==> src/rtl/anpt_pkg.sv <==
// package: register map, field layout and types of the next page transmit word
package anpt_pkg;
    localparam logic [11:0] ANPT_NEXT_PAGE_TRANSMIT_WORD_ADDR = 12'h0E8;
    // software-side page source registers, placed after the transmit word
    localparam logic [11:0] ANPT_PAGE_LOAD_ADDR = 12'h0F0;
    localparam logic [11:0] ANPT_BASE_TOGGLE_ADDR = 12'h0F4;
    localparam int ANPT_MORE_POS = 15;
    localparam int ANPT_RSVD_POS = 14;
    localparam int ANPT_MSG_POS = 13;
    localparam int ANPT_COMPLY_ACK_FLAG_POS = 12;
    localparam int ANPT_TOGGLE_POS = 11;
    localparam int ANPT_CODE_W = 11;
    localparam logic ANPT_MORE_RST = 1'b0;
    localparam logic ANPT_MSG_RST = 1'b1;
    localparam logic ANPT_COMPLY_ACK_FLAG_RST = 1'b0;
    localparam logic ANPT_TOGGLE_RST = 1'b0;
    localparam logic [10:0] ANPT_CODE_RST = 11'h001;

    typedef struct packed {
        logic morePagesFlag;
        logic messagePageFlag;
        logic complyAckFlag;
        logic [10:0] code;
    } anpt_page_t;

    typedef struct packed {
        logic psel;
        logic penable;
        logic pwrite;
        logic [11:0] paddr;
        logic [31:0] pwdata;
    } anpt_apb_req_t;

    typedef struct packed {
        logic pready;
        logic pslverr;
        logic [31:0] prdata;
    } anpt_apb_rsp_t;
endpackage

==> src/rtl/anpt_toggle.sv <==
// toggle tracker: loads the inverse of the base toggle bit on a base load, else flips it once per exchanged next page
`timescale 1ns/1ns
module anpt_toggle (
    input wire logic clk, // system clock
    input wire logic rst_b, // async reset, active low
    input wire logic baseLoad, // base word toggle captured
    input wire logic baseToggle, // bit 11 of base link code word
    input wire logic pageSent, // one page exchanged
    output logic toggleBit // toggle of current page
);
    import anpt_pkg::*;
    typedef struct packed {
        logic toggle;
    } anpt_tog_state_t;
    anpt_tog_state_t state;
    anpt_tog_state_t next_state;

    always_comb begin
        next_state = state;
        if (baseLoad) begin
            next_state.toggle = ~baseToggle;
        end else if (pageSent) begin
            next_state.toggle = ~state.toggle;
        end
    end

    always_ff @(posedge clk or negedge rst_b) begin
        if (!rst_b) begin
            state <= '{toggle: ANPT_TOGGLE_RST};
        end else begin
            state <= next_state;
        end
    end

    assign toggleBit = state.toggle;
endmodule // anpt_toggle

==> src/rtl/anpt_regs.sv <==
// apb register slave holding the port 2 next page transmit word
`timescale 1ns/1ns

// Summary of operation
// - bit 15 set while more pages follow
// - bit 13 message page, resets to one
// - bit 12 shows ability to comply
// - toggle inverts each page exchanged in a cycle without a base load
// - first toggle inverts base word bit 11
// - bits 10:0 code field, resets 0x001
module anpt_regs (
    input wire logic clk, // system clock, 50 MHz
    input wire logic rst_b, // async reset, active low
    input wire anpt_pkg::anpt_apb_req_t apbReq, // apb request
    output anpt_pkg::anpt_apb_rsp_t apbRsp, // apb answer, registered
    input wire logic pageSent, // pulse: page exchanged
    output logic [15:0] nextPageTransmitWord // word to the link
);
    import anpt_pkg::*;

    typedef struct packed {
        anpt_page_t page;
        anpt_apb_rsp_t rsp;
        logic [15:0] word;
    } anpt_state_t;

    anpt_state_t state;
    anpt_state_t next_state;
    logic toggleBit;
    logic baseLoad;
    logic setup;
    logic [15:0] wordNow;

    ////////////////////////////////////////////////////////////////
    assign setup = apbReq.psel && !apbReq.penable;
    assign baseLoad = setup && apbReq.pwrite
        && apbReq.paddr == ANPT_BASE_TOGGLE_ADDR;

    anpt_toggle u_toggle (
        .clk(clk),
        .rst_b(rst_b),
        .baseLoad(baseLoad),
        .baseToggle(apbReq.pwdata[ANPT_TOGGLE_POS]),
        .pageSent(pageSent),
        .toggleBit(toggleBit)
    );

    always_comb begin
        wordNow = 16'h0000;
        wordNow[ANPT_MORE_POS] = state.page.morePagesFlag;
        wordNow[ANPT_MSG_POS] = state.page.messagePageFlag;
        wordNow[ANPT_COMPLY_ACK_FLAG_POS] = state.page.complyAckFlag;
        wordNow[ANPT_TOGGLE_POS] = toggleBit;
        wordNow[ANPT_CODE_W-1:0] = state.page.code;
    end

    ////////////////////////////////////////////////////////////////
    // answer one cycle after setup: ready rises in the access phase
    always_comb begin
        next_state = state;
        next_state.word = wordNow;
        next_state.rsp.pready = 1'b0;
        next_state.rsp.pslverr = 1'b0;
        if (setup) begin
            next_state.rsp.pready = 1'b1;
            next_state.rsp.prdata = 32'h0000_0000;
            unique case (apbReq.paddr)
                ANPT_NEXT_PAGE_TRANSMIT_WORD_ADDR: begin
                    // read-only: write accepted, no effect
                    if (!apbReq.pwrite) begin
                        next_state.rsp.prdata = {16'h0000, wordNow};
                    end
                end
                ANPT_PAGE_LOAD_ADDR: begin
                    if (apbReq.pwrite) begin
                        next_state.page.morePagesFlag =
                            apbReq.pwdata[ANPT_MORE_POS];
                        next_state.page.messagePageFlag =
                            apbReq.pwdata[ANPT_MSG_POS];
                        next_state.page.complyAckFlag =
                            apbReq.pwdata[ANPT_COMPLY_ACK_FLAG_POS];
                        next_state.page.code =
                            apbReq.pwdata[ANPT_CODE_W-1:0];
                    end else begin
                        next_state.rsp.prdata = {16'h0000,
                            state.page.morePagesFlag, 1'b0,
                            state.page.messagePageFlag,
                            state.page.complyAckFlag, 1'b0,
                            state.page.code};
                    end
                end
                ANPT_BASE_TOGGLE_ADDR: begin
                    if (!apbReq.pwrite) begin
                        next_state.rsp.prdata = {20'h00000, toggleBit,
                            11'h000};
                    end
                end
                default: begin
                    next_state.rsp.pslverr = 1'b1;
                end
            endcase
        end
    end

    always_ff @(posedge clk or negedge rst_b) begin
        if (!rst_b) begin
            state.page.morePagesFlag <= ANPT_MORE_RST;
            state.page.messagePageFlag <= ANPT_MSG_RST;
            state.page.complyAckFlag <= ANPT_COMPLY_ACK_FLAG_RST;
            state.page.code <= ANPT_CODE_RST;
            state.rsp <= '0;
            state.word <= {ANPT_MORE_RST, 1'b0, ANPT_MSG_RST,
                ANPT_COMPLY_ACK_FLAG_RST, ANPT_TOGGLE_RST, ANPT_CODE_RST};
        end else begin
            state <= next_state;
        end
    end

    assign apbRsp = state.rsp;
    assign nextPageTransmitWord = state.word;
endmodule // anpt_regs

==> config.mk <==
export PLATFORM = sky130hd
export DESIGN_NAME = anpt_regs
export DESIGN_NICKNAME = d
export VERILOG_FILES = /design/src/rtl/anpt_pkg.sv /design/src/rtl/anpt_toggle.sv /design/src/rtl/anpt_regs.sv
export SDC_FILE = /design/constraint.sdc
export NUM_CORES = 1
export LEC_CHECK = 0
export BUFFER_PORTS_ARGS = -buffer_cell sky130_fd_sc_hd__buf_2
export CAP_MARGIN = 15
export CORE_AREA = 2 2 66 68
export DETAILED_ROUTE_END_ITERATION = 12
export DIE_AREA = 0 0 68 70
export GPL_ROUTABILITY_DRIVEN = 0
export PLACE_DENSITY = 0.81
export SLEW_MARGIN = 20
export SYNTH_ARGS = -nofsm -noshare
export SYNTH_HDL_FRONTEND = slang
export SYNTH_SLANG_ARGS = --single-unit
==> constraint.sdc <==
create_clock -name clk -period 2.5 [get_ports clk]
set_clock_uncertainty 0.05 [all_clocks]
set_input_delay 0.25 -clock clk [delete_from_list [all_inputs] [get_ports clk]]
set_output_delay 0.25 -clock clk [all_outputs]
set_load 0.01 [all_outputs]
==> impl_metrics.py, run 1 <==
metrics = {
    "drt": {
        "post-route-drc-count": 0,
        "routed_wirelength_microns": 3238,
        "post_drt_wl_per_cell_microns": 13.33,
        "overall_via_count_from_detail_route": 1141,
        "drt_iter0_markers": 55,
        "dr.pass1.iters": 4,
        "antenna_left": 0,
        "detail_route.vias_per_cell": 4.695,
    },
    "global_routing": {
        "number_of_global_route_vias_before_repair": 1064,
        "antenna_found_initial": 0,
        "maximum_number_of_pins_on_one_net_before_global_route_repair": 48,
        "grt_pass1_wl_microns": 5188,
        "groute.usage.overall_pct": 14.49,
        "grt.overflow.total": 0,
    },
    "logic_synthesis": {
        "synth_area_leader_cell": "sky130_fd_sc_hd__dfrtp_1",
        "mappedNetlistArea_sq_um": 1852,
        "post_synthesis_sequential_area_ratio_pct": 63.78,
        "synth_simple_gate_area_share_pct": 6.149,
        "synthTopCellsByArea": "sky130_fd_sc_hd__dfrtp_1 58%, sky130_fd_sc_hd__mux2_4 8.1%, sky130_fd_sc_hd__buf_4 7.3%",
        "post_synth_xor_area_fraction_pct": 0.9459,
        "async_s_r_ff_share_synth_pct": 100.0,
        "synth_area_per_cell_sq_um": 15.43,
        "synth-seq-cells": 47,
        "yosys_most_used_dff": "sky130_fd_sc_hd__dfrtp_1",
        "yosys_warnings": 0,
        "post_synth_mux_area_share_pct": 11.08,
        "post_synthesis_compound_gate_area_fraction_pct": 8.176,
        "yosys.cell_types.count": 28,
        "synth_enable_flop_cells": 0,
        "synth_top_family_by_area": "multiplexers",
        "synthCells": 120,
        "synth_fa_ha_area_share_pct": 0,
        "synth_top_area_share_pct": 58.11,
    },
    "pwr": {
        "cellLeakagePower_nw": 1.250,
        "power.internal_w": 0.001021,
        "p_sw_share_pct": 24.26,
        "p_seq_share_pct": 58.6,
        "p_per_area_nw_per_um2": 599.2,
        "combinationalPowerShare_pct": 7.5,
        "share_clk_of_total_power_pct": 33.9,
        "power_spent_charging_and_discharging_nets_w": 0.0003268,
        "peakVddDrop_v": 0.0001774,
    },
    "critical_path": {
        "cpMaxStageDelayCell": "sky130_fd_sc_hd__or3b_4",
        "cp.required_ps": 2630,
        "critical_path.max_stage_delay_ps": 400,
        "worst-endpoint-arrival_ps": 1860,
        "path_cells": "buf_2 -> or3b_4 -> or3_4 -> nor3_4 -> buf_4 -> mux2_2",
        "crit_fanout": 9,
        "cp-end-kind": "register",
        "cpLargestDelayFamily": "simple AND/OR/NAND/NOR gates",
        "timing.critical_path.buf_inv": 2,
        "timing.setup.critical_path_class": "primary input to register",
        "timing.critical_path.depth": 6,
        "crit_path_start_kind": "primary input",
        "r2r_cells": 2,
    },
    "floorplan": {
        "die_area_sq_um": 4760,
        "core-area_sq_um": 4144,
        "top_level_ports": 100,
        "die_w_microns": 68,
        "floorplan.rows": 24,
        "initial_utilization_pct": 44.69,
        "die_h_microns": 70,
    },
    "final_layout": {
        "post_route_cells_drive_above_1_share_pct": 51.31,
        "finalNetCount": 240,
        "layout.area.seq_sq_um": 1181,
        "layout-area-overhead-vs-synth_pct": 21.42,
        "mostFrequentLayoutCell": "sky130_fd_sc_hd__buf_2",
        "antenna_cells_inserted": 0,
        "most-common-layout-cells": "64 x sky130_fd_sc_hd__buf_2, 43 x sky130_fd_sc_hd__dfrtp_1, 18 x sky130_fd_sc_hd__conb_1",
        "num-fill-cells": 364,
        "multi_input_area_sq_um": 555.5,
    },
    "sta": {
        "grt_setup_unrepaired": "false",
        "fin_crit_ps": 1730,
        "fmaxAchievable_ghz": 0.5779,
        "timing.final.crit_share_pct": 69.22,
        "setup_viol_count_final": 0,
        "worstMarginPinSlew_ps": 992.5,
        "timing.final.ws_setup_ps": 769.5,
        "final_max_slew_viol_count": 0,
        "max-slew-margin-rel_pct": 33.84,
        "hold_viol": 0,
        "fin_tns_setup_ps": 0,
    },
    "cts": {
        "cts.hold.buffers_added": 0,
        "clk_latency_ps": 290,
        "cts_max_path_buffers": 2,
        "numCtsBuffers": 5,
        "clockRootBuffer": "sky130_fd_sc_hd__clkbuf_8",
        "cts.sinks": 47,
        "worst_setup_hold_path_clk_slew_ps": 90,
        "cts-resized-gates": 0,
        "cts_setup_buffers": 0,
        "h-tree-depth": 2,
        "tritoncts": "built",
    },
    "placed_design": {
        "numPortBuffers": 64,
        "preCtsSetupSlack_ps": 452.5,
        "detailedPlacementHpwl_microns": 2340,
    },
    "run": {
        "max_cap_viol_count": 0,
    },
    "min_path": {
        "timing.hold.worst.class": "primary input to asynchronous set/reset pin",
    },
    "outcome": {
        "status": "complete, no violations",
    },
}
[worst paths after layout]
| check | from | to | slack, ps |
|---|---|---|---|
| hold reg to reg | next_state[13]$_DFFE_PN1P_ | nextPageTransmitWord[13]$_DFF_PN1_ | 330 |
| setup / recovery | apbReq[43] | next_state[4]$_DFFE_PN0P_ | 770 |
| hold / removal | rst_b | apbRsp[4]$_DFFE_PN0N_ | 60 |
| max in group asynchronous | rst_b | nextPageTransmitWord[9]$_DFF_PN0_ | 1730 |
| setup reg to reg | u_toggle.toggleBit$_DFFE_PN0P_ | apbRsp[11]$_DFFE_PN0N_ | 1560 |
| min in group clk | apbReq[11] | u_toggle.toggleBit$_DFFE_PN0P_ | 70 |
[stage by stage]
step                      instances  utilization [%]  area, sq um  power [W]  hold slack, ps
final                           243            54.26         2248   0.001347           58.41
after global routing            243            54.26         2248   0.001402           72.05
after CTS                       243            54.26         2248   0.001362           63.41
after detailed placement        235            52.02         2156  0.0009072           319.8
after global placement          235            52.02         2156  0.0009044           313.5
after floorplan                 137                -         1916  0.0008693          -95.59
[per-layer routing]
metal,track usage [%],wire length (microns),vias to the layer above
met1,18.17,1360,559
li1,-,-,523
met5,0,0,-
met2,23.41,1583,52
met3,4.670,250,7
met4,4.667,43,0
[power groups by stage]
stage / Combinational (W) / Sequential [W] / Clock [W]
finish: 0.000102 / 0.000789 / 0.000456
global route: 0.000113 / 0.000793 / 0.000496
CTS: 0.000103 / 0.000789 / 0.000470
detailed placement: 0.000103 / 0.000804 / 0
global placement: 0.000100 / 0.000804 / 0
floorplan: 0.0000618 / 0.000808 / 0
[registers in the layout, indices dropped and copies added, names as in the netlist]
signal,flops
nextPageTransmitWord,15
next_state,14
apbRsp,17
u_toggle.toggleBit,1
[worst reg2reg max path, delay by kind of cell (launching register included)]
kind             cells  cell delay (ps)
AND/OR/NAND/NOR      1              270
flip-flops           1              400
AO/OA/AOI/OAI        1              180
[cells by family (layout without fill, tap and decap cells)]
kind of cell / after synthesis / after routing
multiplexers: 15 / 15
XOR/XNOR: 2 / 2
other: 1 / 18
AND/OR/NAND/NOR: 14 / 14
flip-flops: 47 / 47
AO/OA/AOI/OAI: 18 / 18
buffers and inverters: 23 / 77
[Yosys cell counts (2+ instances only)]
cell                       n
sky130_fd_sc_hd__buf_4    18
sky130_fd_sc_hd__nor4_1    2
sky130_fd_sc_hd__mux2_4   10
sky130_fd_sc_hd__dfrtp_1  43
sky130_fd_sc_hd__nor2_1    2
sky130_fd_sc_hd__xnor2_1   2
sky130_fd_sc_hd__nand2_1   2
sky130_fd_sc_hd__mux2_2    4
sky130_fd_sc_hd__dfstp_2   4
sky130_fd_sc_hd__a22o_1   15
[final cells by class]
type                    instances  area share [%]
flip-flops and latches         47           52.53
clock inverters                 3           1.057
clock buffers                   5           3.061
repair buffers                 68           15.58
well taps                      52           2.894
multi-input cells              67           24.71
inverters                       1          0.1669
Note: power is estimated with default switching activity, not from simulation.
==> run 2: changes to the inputs <==
--- a/config.mk
+++ b/config.mk
@@ -7,11 +7,11 @@
 export LEC_CHECK = 0
 export BUFFER_PORTS_ARGS = -buffer_cell sky130_fd_sc_hd__buf_2
 export CAP_MARGIN = 15
-export CORE_AREA = 2 2 66 68
+export CORE_AREA = 2 2 68 70
 export DETAILED_ROUTE_END_ITERATION = 12
-export DIE_AREA = 0 0 68 70
+export DIE_AREA = 0 0 70 72
 export GPL_ROUTABILITY_DRIVEN = 0
-export PLACE_DENSITY = 0.81
+export PLACE_DENSITY = 0.77
 export SLEW_MARGIN = 20
 export SYNTH_ARGS = -nofsm -noshare
 export SYNTH_HDL_FRONTEND = slang
==> constraint.sdc (replaced) <==
create_clock -name clk -period 1.6 [get_ports clk]
set_clock_uncertainty 0.05 [all_clocks]
set_input_delay 0.16 -clock clk [delete_from_list [all_inputs] [get_ports clk]]
set_output_delay 0.16 -clock clk [all_outputs]
set_load 0.01 [all_outputs]
==> impl_metrics.py, run 2 (synthesized netlist as in run 1, its figures left out) <==
metrics = {
    "critical_path": {
        "r2r_cells": 2,
        "worst_setup_path_endpoint": "next_state[6]$_DFFE_PN0P_",
        "cp.required_ps": 1730,
        "path_cells": "buf_2 -> or3b_4 -> or3_4 -> nor3_4 -> buf_12 -> mux2_2",
        "cpMaxStageDelayCell": "sky130_fd_sc_hd__or3b_4",
        "crit_fanout": 9,
        "critical_path.max_stage_delay_ps": 390,
        "worst-endpoint-arrival_ps": 1710,
        "timing.rr.end": "apbRsp[11]$_DFFE_PN0N_",
        "setup.worst_path.start": "apbReq[43]",
        "cp-end-kind": "register",
        "crit-reg2reg-launch": "u_toggle.toggleBit$_DFFE_PN0P_",
        "rrSetupSlack_ps": 670,
        "crit_path_start_kind": "primary input",
        "timing.setup.critical_path_class": "primary input to register",
    },
    "drt": {
        "routed_wirelength_microns": 3356,
        "post_drt_wl_per_cell_microns": 13.48,
        "detail_route.vias_per_cell": 4.618,
        "antenna_left": 0,
        "drt_iter0_markers": 59,
        "dr.pass1.iters": 4,
        "overall_via_count_from_detail_route": 1150,
        "post-route-drc-count": 0,
    },
    "final_layout": {
        "finalNetCount": 246,
        "post_route_cells_drive_above_1_share_pct": 51.27,
        "layout-area-overhead-vs-synth_pct": 26.01,
        "num-fill-cells": 371,
        "largest_register_ff_count": 17,
        "antenna_cells_inserted": 0,
        "most-common-layout-cells": "64 x sky130_fd_sc_hd__buf_2, 43 x sky130_fd_sc_hd__dfrtp_1, 18 x sky130_fd_sc_hd__conb_1",
        "mostFrequentLayoutCell": "sky130_fd_sc_hd__buf_2",
    },
    "cts": {
        "cts.sinks": 47,
        "clk_latency_ps": 290,
        "h-tree-depth": 2,
        "tritoncts": "built",
        "numCtsBuffers": 5,
        "worst_setup_hold_path_clk_slew_ps": 80,
        "clockRootBuffer": "sky130_fd_sc_hd__clkbuf_8",
        "cts_max_path_buffers": 2,
    },
    "global_routing": {
        "maximum_number_of_pins_on_one_net_before_global_route_repair": 27,
        "groute.usage.overall_pct": 14.39,
        "grt_pass1_wl_microns": 5651,
        "grt.overflow.total": 0,
        "antenna_found_initial": 0,
        "number_of_global_route_vias_before_repair": 1187,
    },
    "sta": {
        "hold_viol": 0,
        "timing.final.ws_setup_ps": 15.90,
        "setup_viol_count_final": 0,
        "timing.final.crit_share_pct": 99.01,
        "grt_setup_unrepaired": "true",
        "fin_tns_setup_ps": 0,
        "final_max_slew_viol_count": 0,
        "fin_crit_ps": 1584,
        "fmaxAchievable_ghz": 0.6313,
    },
    "floorplan": {
        "die_w_microns": 70,
        "die_h_microns": 72,
        "top_level_ports": 100,
        "floorplan.rows": 24,
        "core-area_sq_um": 4264,
        "die_area_sq_um": 5040,
        "initial_utilization_pct": 43.43,
    },
    "min_path": {
        "timing.hold.worst.class": "primary input to register",
    },
    "pwr": {
        "peakVddDrop_v": 0.0004774,
        "cellLeakagePower_nw": 1.294,
        "p_per_area_nw_per_um2": 910.0,
    },
    "placed_design": {
        "preCtsSetupSlack_ps": -320.7,
        "detailedPlacementHpwl_microns": 2499,
        "numPortBuffers": 64,
    },
    "run": {
        "max_cap_viol_count": 0,
    },
    "outcome": {
        "status": "complete, no violations",
    },
}
[run 2: changes by cell type in the layout (fill, tap and decap cells not counted)]
cell,previous run,this run
sky130_fd_sc_hd__buf_12,0,2
sky130_fd_sc_hd__buf_6,0,2
sky130_fd_sc_hd__clkinvlp_4,2,0
sky130_fd_sc_hd__dlygate4sd3_1,0,2
sky130_fd_sc_hd__clkbuf_1,0,1
sky130_fd_sc_hd__clkbuf_8,5,6
sky130_fd_sc_hd__clkinv_4,0,1
sky130_fd_sc_hd__inv_6,1,0
[run 2: layout make-up]
| class | count | area [sq um] | area share [%] |
|---|---|---|---|
| clock buffer | 7 | 86.33 | 3.700 |
| clock inverter | 1 | 8.758 | 0.3753 |
| inverter | 1 | 3.754 | 0.1609 |
| multi-input combinational | 67 | 555.5 | 23.81 |
| sequential | 47 | 1181 | 50.62 |
| tap | 52 | 65.06 | 2.788 |
| timing repair buffer | 74 | 432.9 | 18.55 |
[run 2: stage by stage]
stage	utilization (%)	cell area, sq um	hold slack (ps)	power (W)	instances
6_report	54.72	2333	44.61	0.002123	249
5_1_grt	54.72	2333	34.30	0.002232	249
4_1_cts	54.23	2312	6.421	0.002158	247
3_5_place_dp	51.67	2203	108.0	0.001429	238
3_3_place_gp	51.67	2203	96.34	0.001421	238
2_1_floorplan	-	1916	-185.6	0.001358	137
[run 2: layer usage]
layer  global-route usage (%)  up-vias  wire (microns)
met5                        0        -               0
met3                    5.972        2             215
li1                         -      533               -
met2                    23.17       50            1691
met1                    18.19      565            1441
met4                    3.846        0               8
[run 2: timing repair]
item | in CTS | in global routing
pin swaps | 0 | 0
gates resized for setup | 1 | 1
hold buffers | 1 | 1
hold endpoints to repair | 17 | 1
setup buffers | 0 | 1
endpoints found under the setup margin | 3 | 7
[run 2: worst min-delay path by stage]
stage	cells past startpoint	slack [ps]	end	from
after CTS	2	6	u_toggle.toggleBit$_DFFE_PN0P_	apbReq[11]
after global placement	1	100	nextPageTransmitWord[8]$_DFF_PN0_	rst_b
after global routing	2	30	next_state[8]$_DFFE_PN0P_	apbReq[8]
final	2	40	next_state[8]$_DFFE_PN0P_	apbReq[8]
after floorplan	0	-190	apbRsp[0]$_DFFE_PN0N_	rst_b
after detailed placement	1	110	nextPageTransmitWord[8]$_DFF_PN0_	rst_b
[run 2: worst max-delay path: cells and delay by family]
family                 cells  cell delay, ps
buffers and inverters      2             260
AND/OR/NAND/NOR            3             950
multiplexers               1             330
[run 2: where the power goes]
group	internal [W]	total, W	switching [W]
registers	0.00122	0.00123	0.0000167
clock network	0.000354	0.000719	0.000365
logic	0.0000746	0.000172	0.0000970
==> run 3: changes to the inputs <==
--- a/config.mk
+++ b/config.mk
@@ -5,13 +5,14 @@
 export SDC_FILE = /design/constraint.sdc
 export NUM_CORES = 1
 export LEC_CHECK = 0
+export ABC_AREA = 1
 export BUFFER_PORTS_ARGS = -buffer_cell sky130_fd_sc_hd__buf_2
 export CAP_MARGIN = 15
-export CORE_AREA = 2 2 68 70
+export CORE_AREA = 2 2 72 74
 export DETAILED_ROUTE_END_ITERATION = 12
-export DIE_AREA = 0 0 70 72
+export DIE_AREA = 0 0 74 76
 export GPL_ROUTABILITY_DRIVEN = 0
-export PLACE_DENSITY = 0.77
+export PLACE_DENSITY = 0.76
 export SLEW_MARGIN = 20
 export SYNTH_ARGS = -nofsm -noshare
 export SYNTH_HDL_FRONTEND = slang
==> constraint.sdc (replaced) <==
create_clock -name clk -period 1.6 [get_ports clk]
set_clock_uncertainty 0.05 [all_clocks]
set_input_delay 0.16 -clock clk [delete_from_list [all_inputs] [get_ports clk]]
set_output_delay 0.16 -clock clk [all_outputs]
set_load 0.05 [all_outputs]
==> impl_metrics.py, run 3 <==
metrics = {
    "placed_design": {
        "numPortBuffers": 64,
        "placed_area_sq_um": 2462,
        "preCtsSetupSlack_ps": 244.4,
        "detailedPlacementHpwl_microns": 2965,
    },
    "logic_synthesis": {
        "synth_top_family_by_area": "simple AND/OR/NAND/NOR gates",
        "post_synthesis_sequential_area_ratio_pct": 55.01,
        "synth-seq-cells": 47,
        "synth_fa_ha_area_share_pct": 0,
        "async_s_r_ff_share_synth_pct": 100.0,
        "yosys_warnings": 0,
        "post_synth_xor_area_fraction_pct": 0.4079,
        "synth.most_common_cell": "sky130_fd_sc_hd__nand2_1",
        "yosys_most_used_dff": "sky130_fd_sc_hd__dfrtp_1",
        "synth_area_leader_cell": "sky130_fd_sc_hd__dfrtp_1",
        "synth_area_per_cell_sq_um": 8.946,
        "post_synthesis_compound_gate_area_fraction_pct": 0.4662,
        "post_synth_mux_area_share_pct": 0,
        "synthTopCellsByArea": "sky130_fd_sc_hd__dfrtp_1 50%, sky130_fd_sc_hd__nand2_1 17%, sky130_fd_sc_hd__buf_4 7.3%",
        "synth_simple_gate_area_share_pct": 32.40,
        "mappedNetlistArea_sq_um": 2147,
        "synthCells": 240,
        "yosys.cell_types.count": 22,
        "synth_enable_flop_cells": 0,
        "synth_top_cells_by_count": "97 x sky130_fd_sc_hd__nand2_1, 43 x sky130_fd_sc_hd__dfrtp_1, 21 x sky130_fd_sc_hd__buf_4",
        "synth_top_area_share_pct": 50.12,
    },
    "final_layout": {
        "most-common-layout-cells": "97 x sky130_fd_sc_hd__nand2_1, 64 x sky130_fd_sc_hd__buf_2, 43 x sky130_fd_sc_hd__dfrtp_1",
        "mostFrequentLayoutCell": "sky130_fd_sc_hd__nand2_1",
        "finalNetCount": 357,
        "post_route_cells_drive_above_1_share_pct": 30.52,
        "antenna_cells_inserted": 0,
        "final_design_area_no_fill_sq_um": 2586,
        "layout-area-overhead-vs-synth_pct": 20.45,
        "largest_register_ff_count": 17,
    },
    "global_routing": {
        "groute.usage.overall_pct": 15.93,
        "grt_pass1_wl_microns": 6975,
        "number_of_global_route_vias_before_repair": 1557,
        "maximum_number_of_pins_on_one_net_before_global_route_repair": 48,
        "grt.overflow.total": 0,
        "antenna_found_initial": 0,
    },
    "sta": {
        "hold_ws_ps": 23.90,
        "fin_tns_setup_ps": 0,
        "fmaxAchievable_ghz": 0.7080,
        "final_max_slew_viol_count": 0,
        "timing.final.crit_share_pct": 88.28,
        "fin_crit_ps": 1412,
        "setup_viol_count_final": 0,
        "grt_setup_unrepaired": "false",
        "hold_viol": 0,
        "timing.final.ws_setup_ps": 187.6,
    },
    "critical_path": {
        "timing.setup.critical_path_class": "primary input to register",
        "cp.required_ps": 1750,
        "worst-endpoint-arrival_ps": 1560,
        "rrSetupSlack_ps": 650,
        "crit_path_start_kind": "primary input",
        "crit_fanout": 14,
        "cp-end-kind": "register",
    },
    "drt": {
        "dr.pass1.iters": 4,
        "post_drt_wl_per_cell_microns": 11.21,
        "antenna_left": 0,
        "overall_via_count_from_detail_route": 1651,
        "detail_route.vias_per_cell": 4.368,
        "post-route-drc-count": 0,
        "routed_wirelength_microns": 4236,
        "drt_iter0_markers": 116,
    },
    "floorplan": {
        "die_w_microns": 74,
        "floorplan.rows": 26,
        "top_level_ports": 100,
        "die_h_microns": 76,
        "core-area_sq_um": 4912,
        "initial_utilization_pct": 43.71,
        "die_area_sq_um": 5624,
    },
    "cts": {
        "clockRootBuffer": "sky130_fd_sc_hd__clkbuf_8",
        "h-tree-depth": 2,
        "clk_latency_ps": 310,
        "tritoncts": "built",
        "cts_max_path_buffers": 2,
        "cts.sinks": 47,
        "cts-resized-gates": 0,
        "worst_setup_hold_path_clk_slew_ps": 90,
        "numCtsBuffers": 5,
    },
    "pwr": {
        "p_per_area_nw_per_um2": 911.9,
        "overall_power_of_the_completed_layout_w": 0.002358,
        "cellLeakagePower_nw": 1.530,
        "peakVddDrop_v": 0.0003705,
    },
    "run": {
        "max_cap_viol_count": 0,
    },
    "min_path": {
        "timing.hold.worst.class": "primary input to register",
    },
    "outcome": {
        "status": "complete, no violations",
    },
}
-- run 3: cell count changes after synthesis, sizes merged, moves of 2 or more --
cell / change
nand2: +99
buf: +5
o21ai: +2
inv: +12
a22o: -15
mux2: -14
nand4: +15
nand3: +5
nor2: +24
nor4: -3
xnor2: -2
-- run 3: critical path, cell delays in order --
cell and delay [ps]:
sky130_fd_sc_hd__dlygate4sd3_1 530, sky130_fd_sc_hd__buf_2 130, sky130_fd_sc_hd__nor2_4 140, sky130_fd_sc_hd__inv_2 90
sky130_fd_sc_hd__nor2_8 160, sky130_fd_sc_hd__nand3_4 190, sky130_fd_sc_hd__nand2_1 110, sky130_fd_sc_hd__nand2_1 50
-- run 3: kinds of logic after synthesis --
| logic type | count (synthesis) |
|---|---|
| compound gates | 2 |
| xor+xnor | 1 |
| buf+inv | 40 |
| flops | 47 |
| other cells | 1 |
| simple gates | 149 |
-- run 3: layout make-up --
class                           count  area (sq um)
Clock buffer                        7         96.34
Clock inverter                      1         7.507
Fill cell                         488          2326
Inverter                           13         48.80
Multi-Input combinational cell    170         782.0
Sequential cell                    47          1181
Tap cell                           70         87.58
Timing Repair Buffer               70         382.9
-- run 3: worst paths after layout --
check / from / end / cells past startpoint
worst max-delay path: apbReq[45] / next_state[3]$_DFFE_PN0P_ / 8
worst max register to register: next_state[0]$_DFFE_PN1P_ / apbRsp[0]$_DFFE_PN0N_ / 4
max in group asynchronous: rst_b / nextPageTransmitWord[0]$_DFF_PN1_ / 3
min in group asynchronous: rst_b / apbRsp[12]$_DFFE_PN0N_ / 3
worst min-delay path: apbReq[13] / next_state[13]$_DFFE_PN1P_ / 3
worst min register to register: next_state[13]$_DFFE_PN1P_ / nextPageTransmitWord[13]$_DFF_PN1_ / 0
-- run 3: metrics by stage --
stage / util, % / cells
2_1_floorplan: - / 257
3_3_place_gp: 50.13 / 368
3_5_place_dp: 50.13 / 368
4_1_cts: 52.65 / 378
5_1_grt: 52.65 / 378
6_report: 52.65 / 378
-- run 3: repair_timing --
action / 4_1_cts / 5_1_grt
buffers inserted: 0 / 0
hold buffers: 2 / 0
hold endpoints to repair: 44 / 0
-- run 3: where the power goes --
| part | internal (W) | switching, W | leakage, nW |
|---|---|---|---|
| clock network | 0.000393 | 0.000400 | 0.0505 |
| registers | 0.00122 | 0.0000187 | 0.635 |
| logic | 0.0000754 | 0.000255 | 0.844 |
| total | 0.00169 | 0.000673 | 1.53 |
-- run 3: per-layer routing --
metal  vias to the layer above  global-route usage [%]  wire, microns
met5                         -                       0              0
met4                         0                   7.091             87
met3                         8                   3.439            241
met2                        57                   27.14           2077
met1                       746                   18.80           1829
li1                        840                       -              -
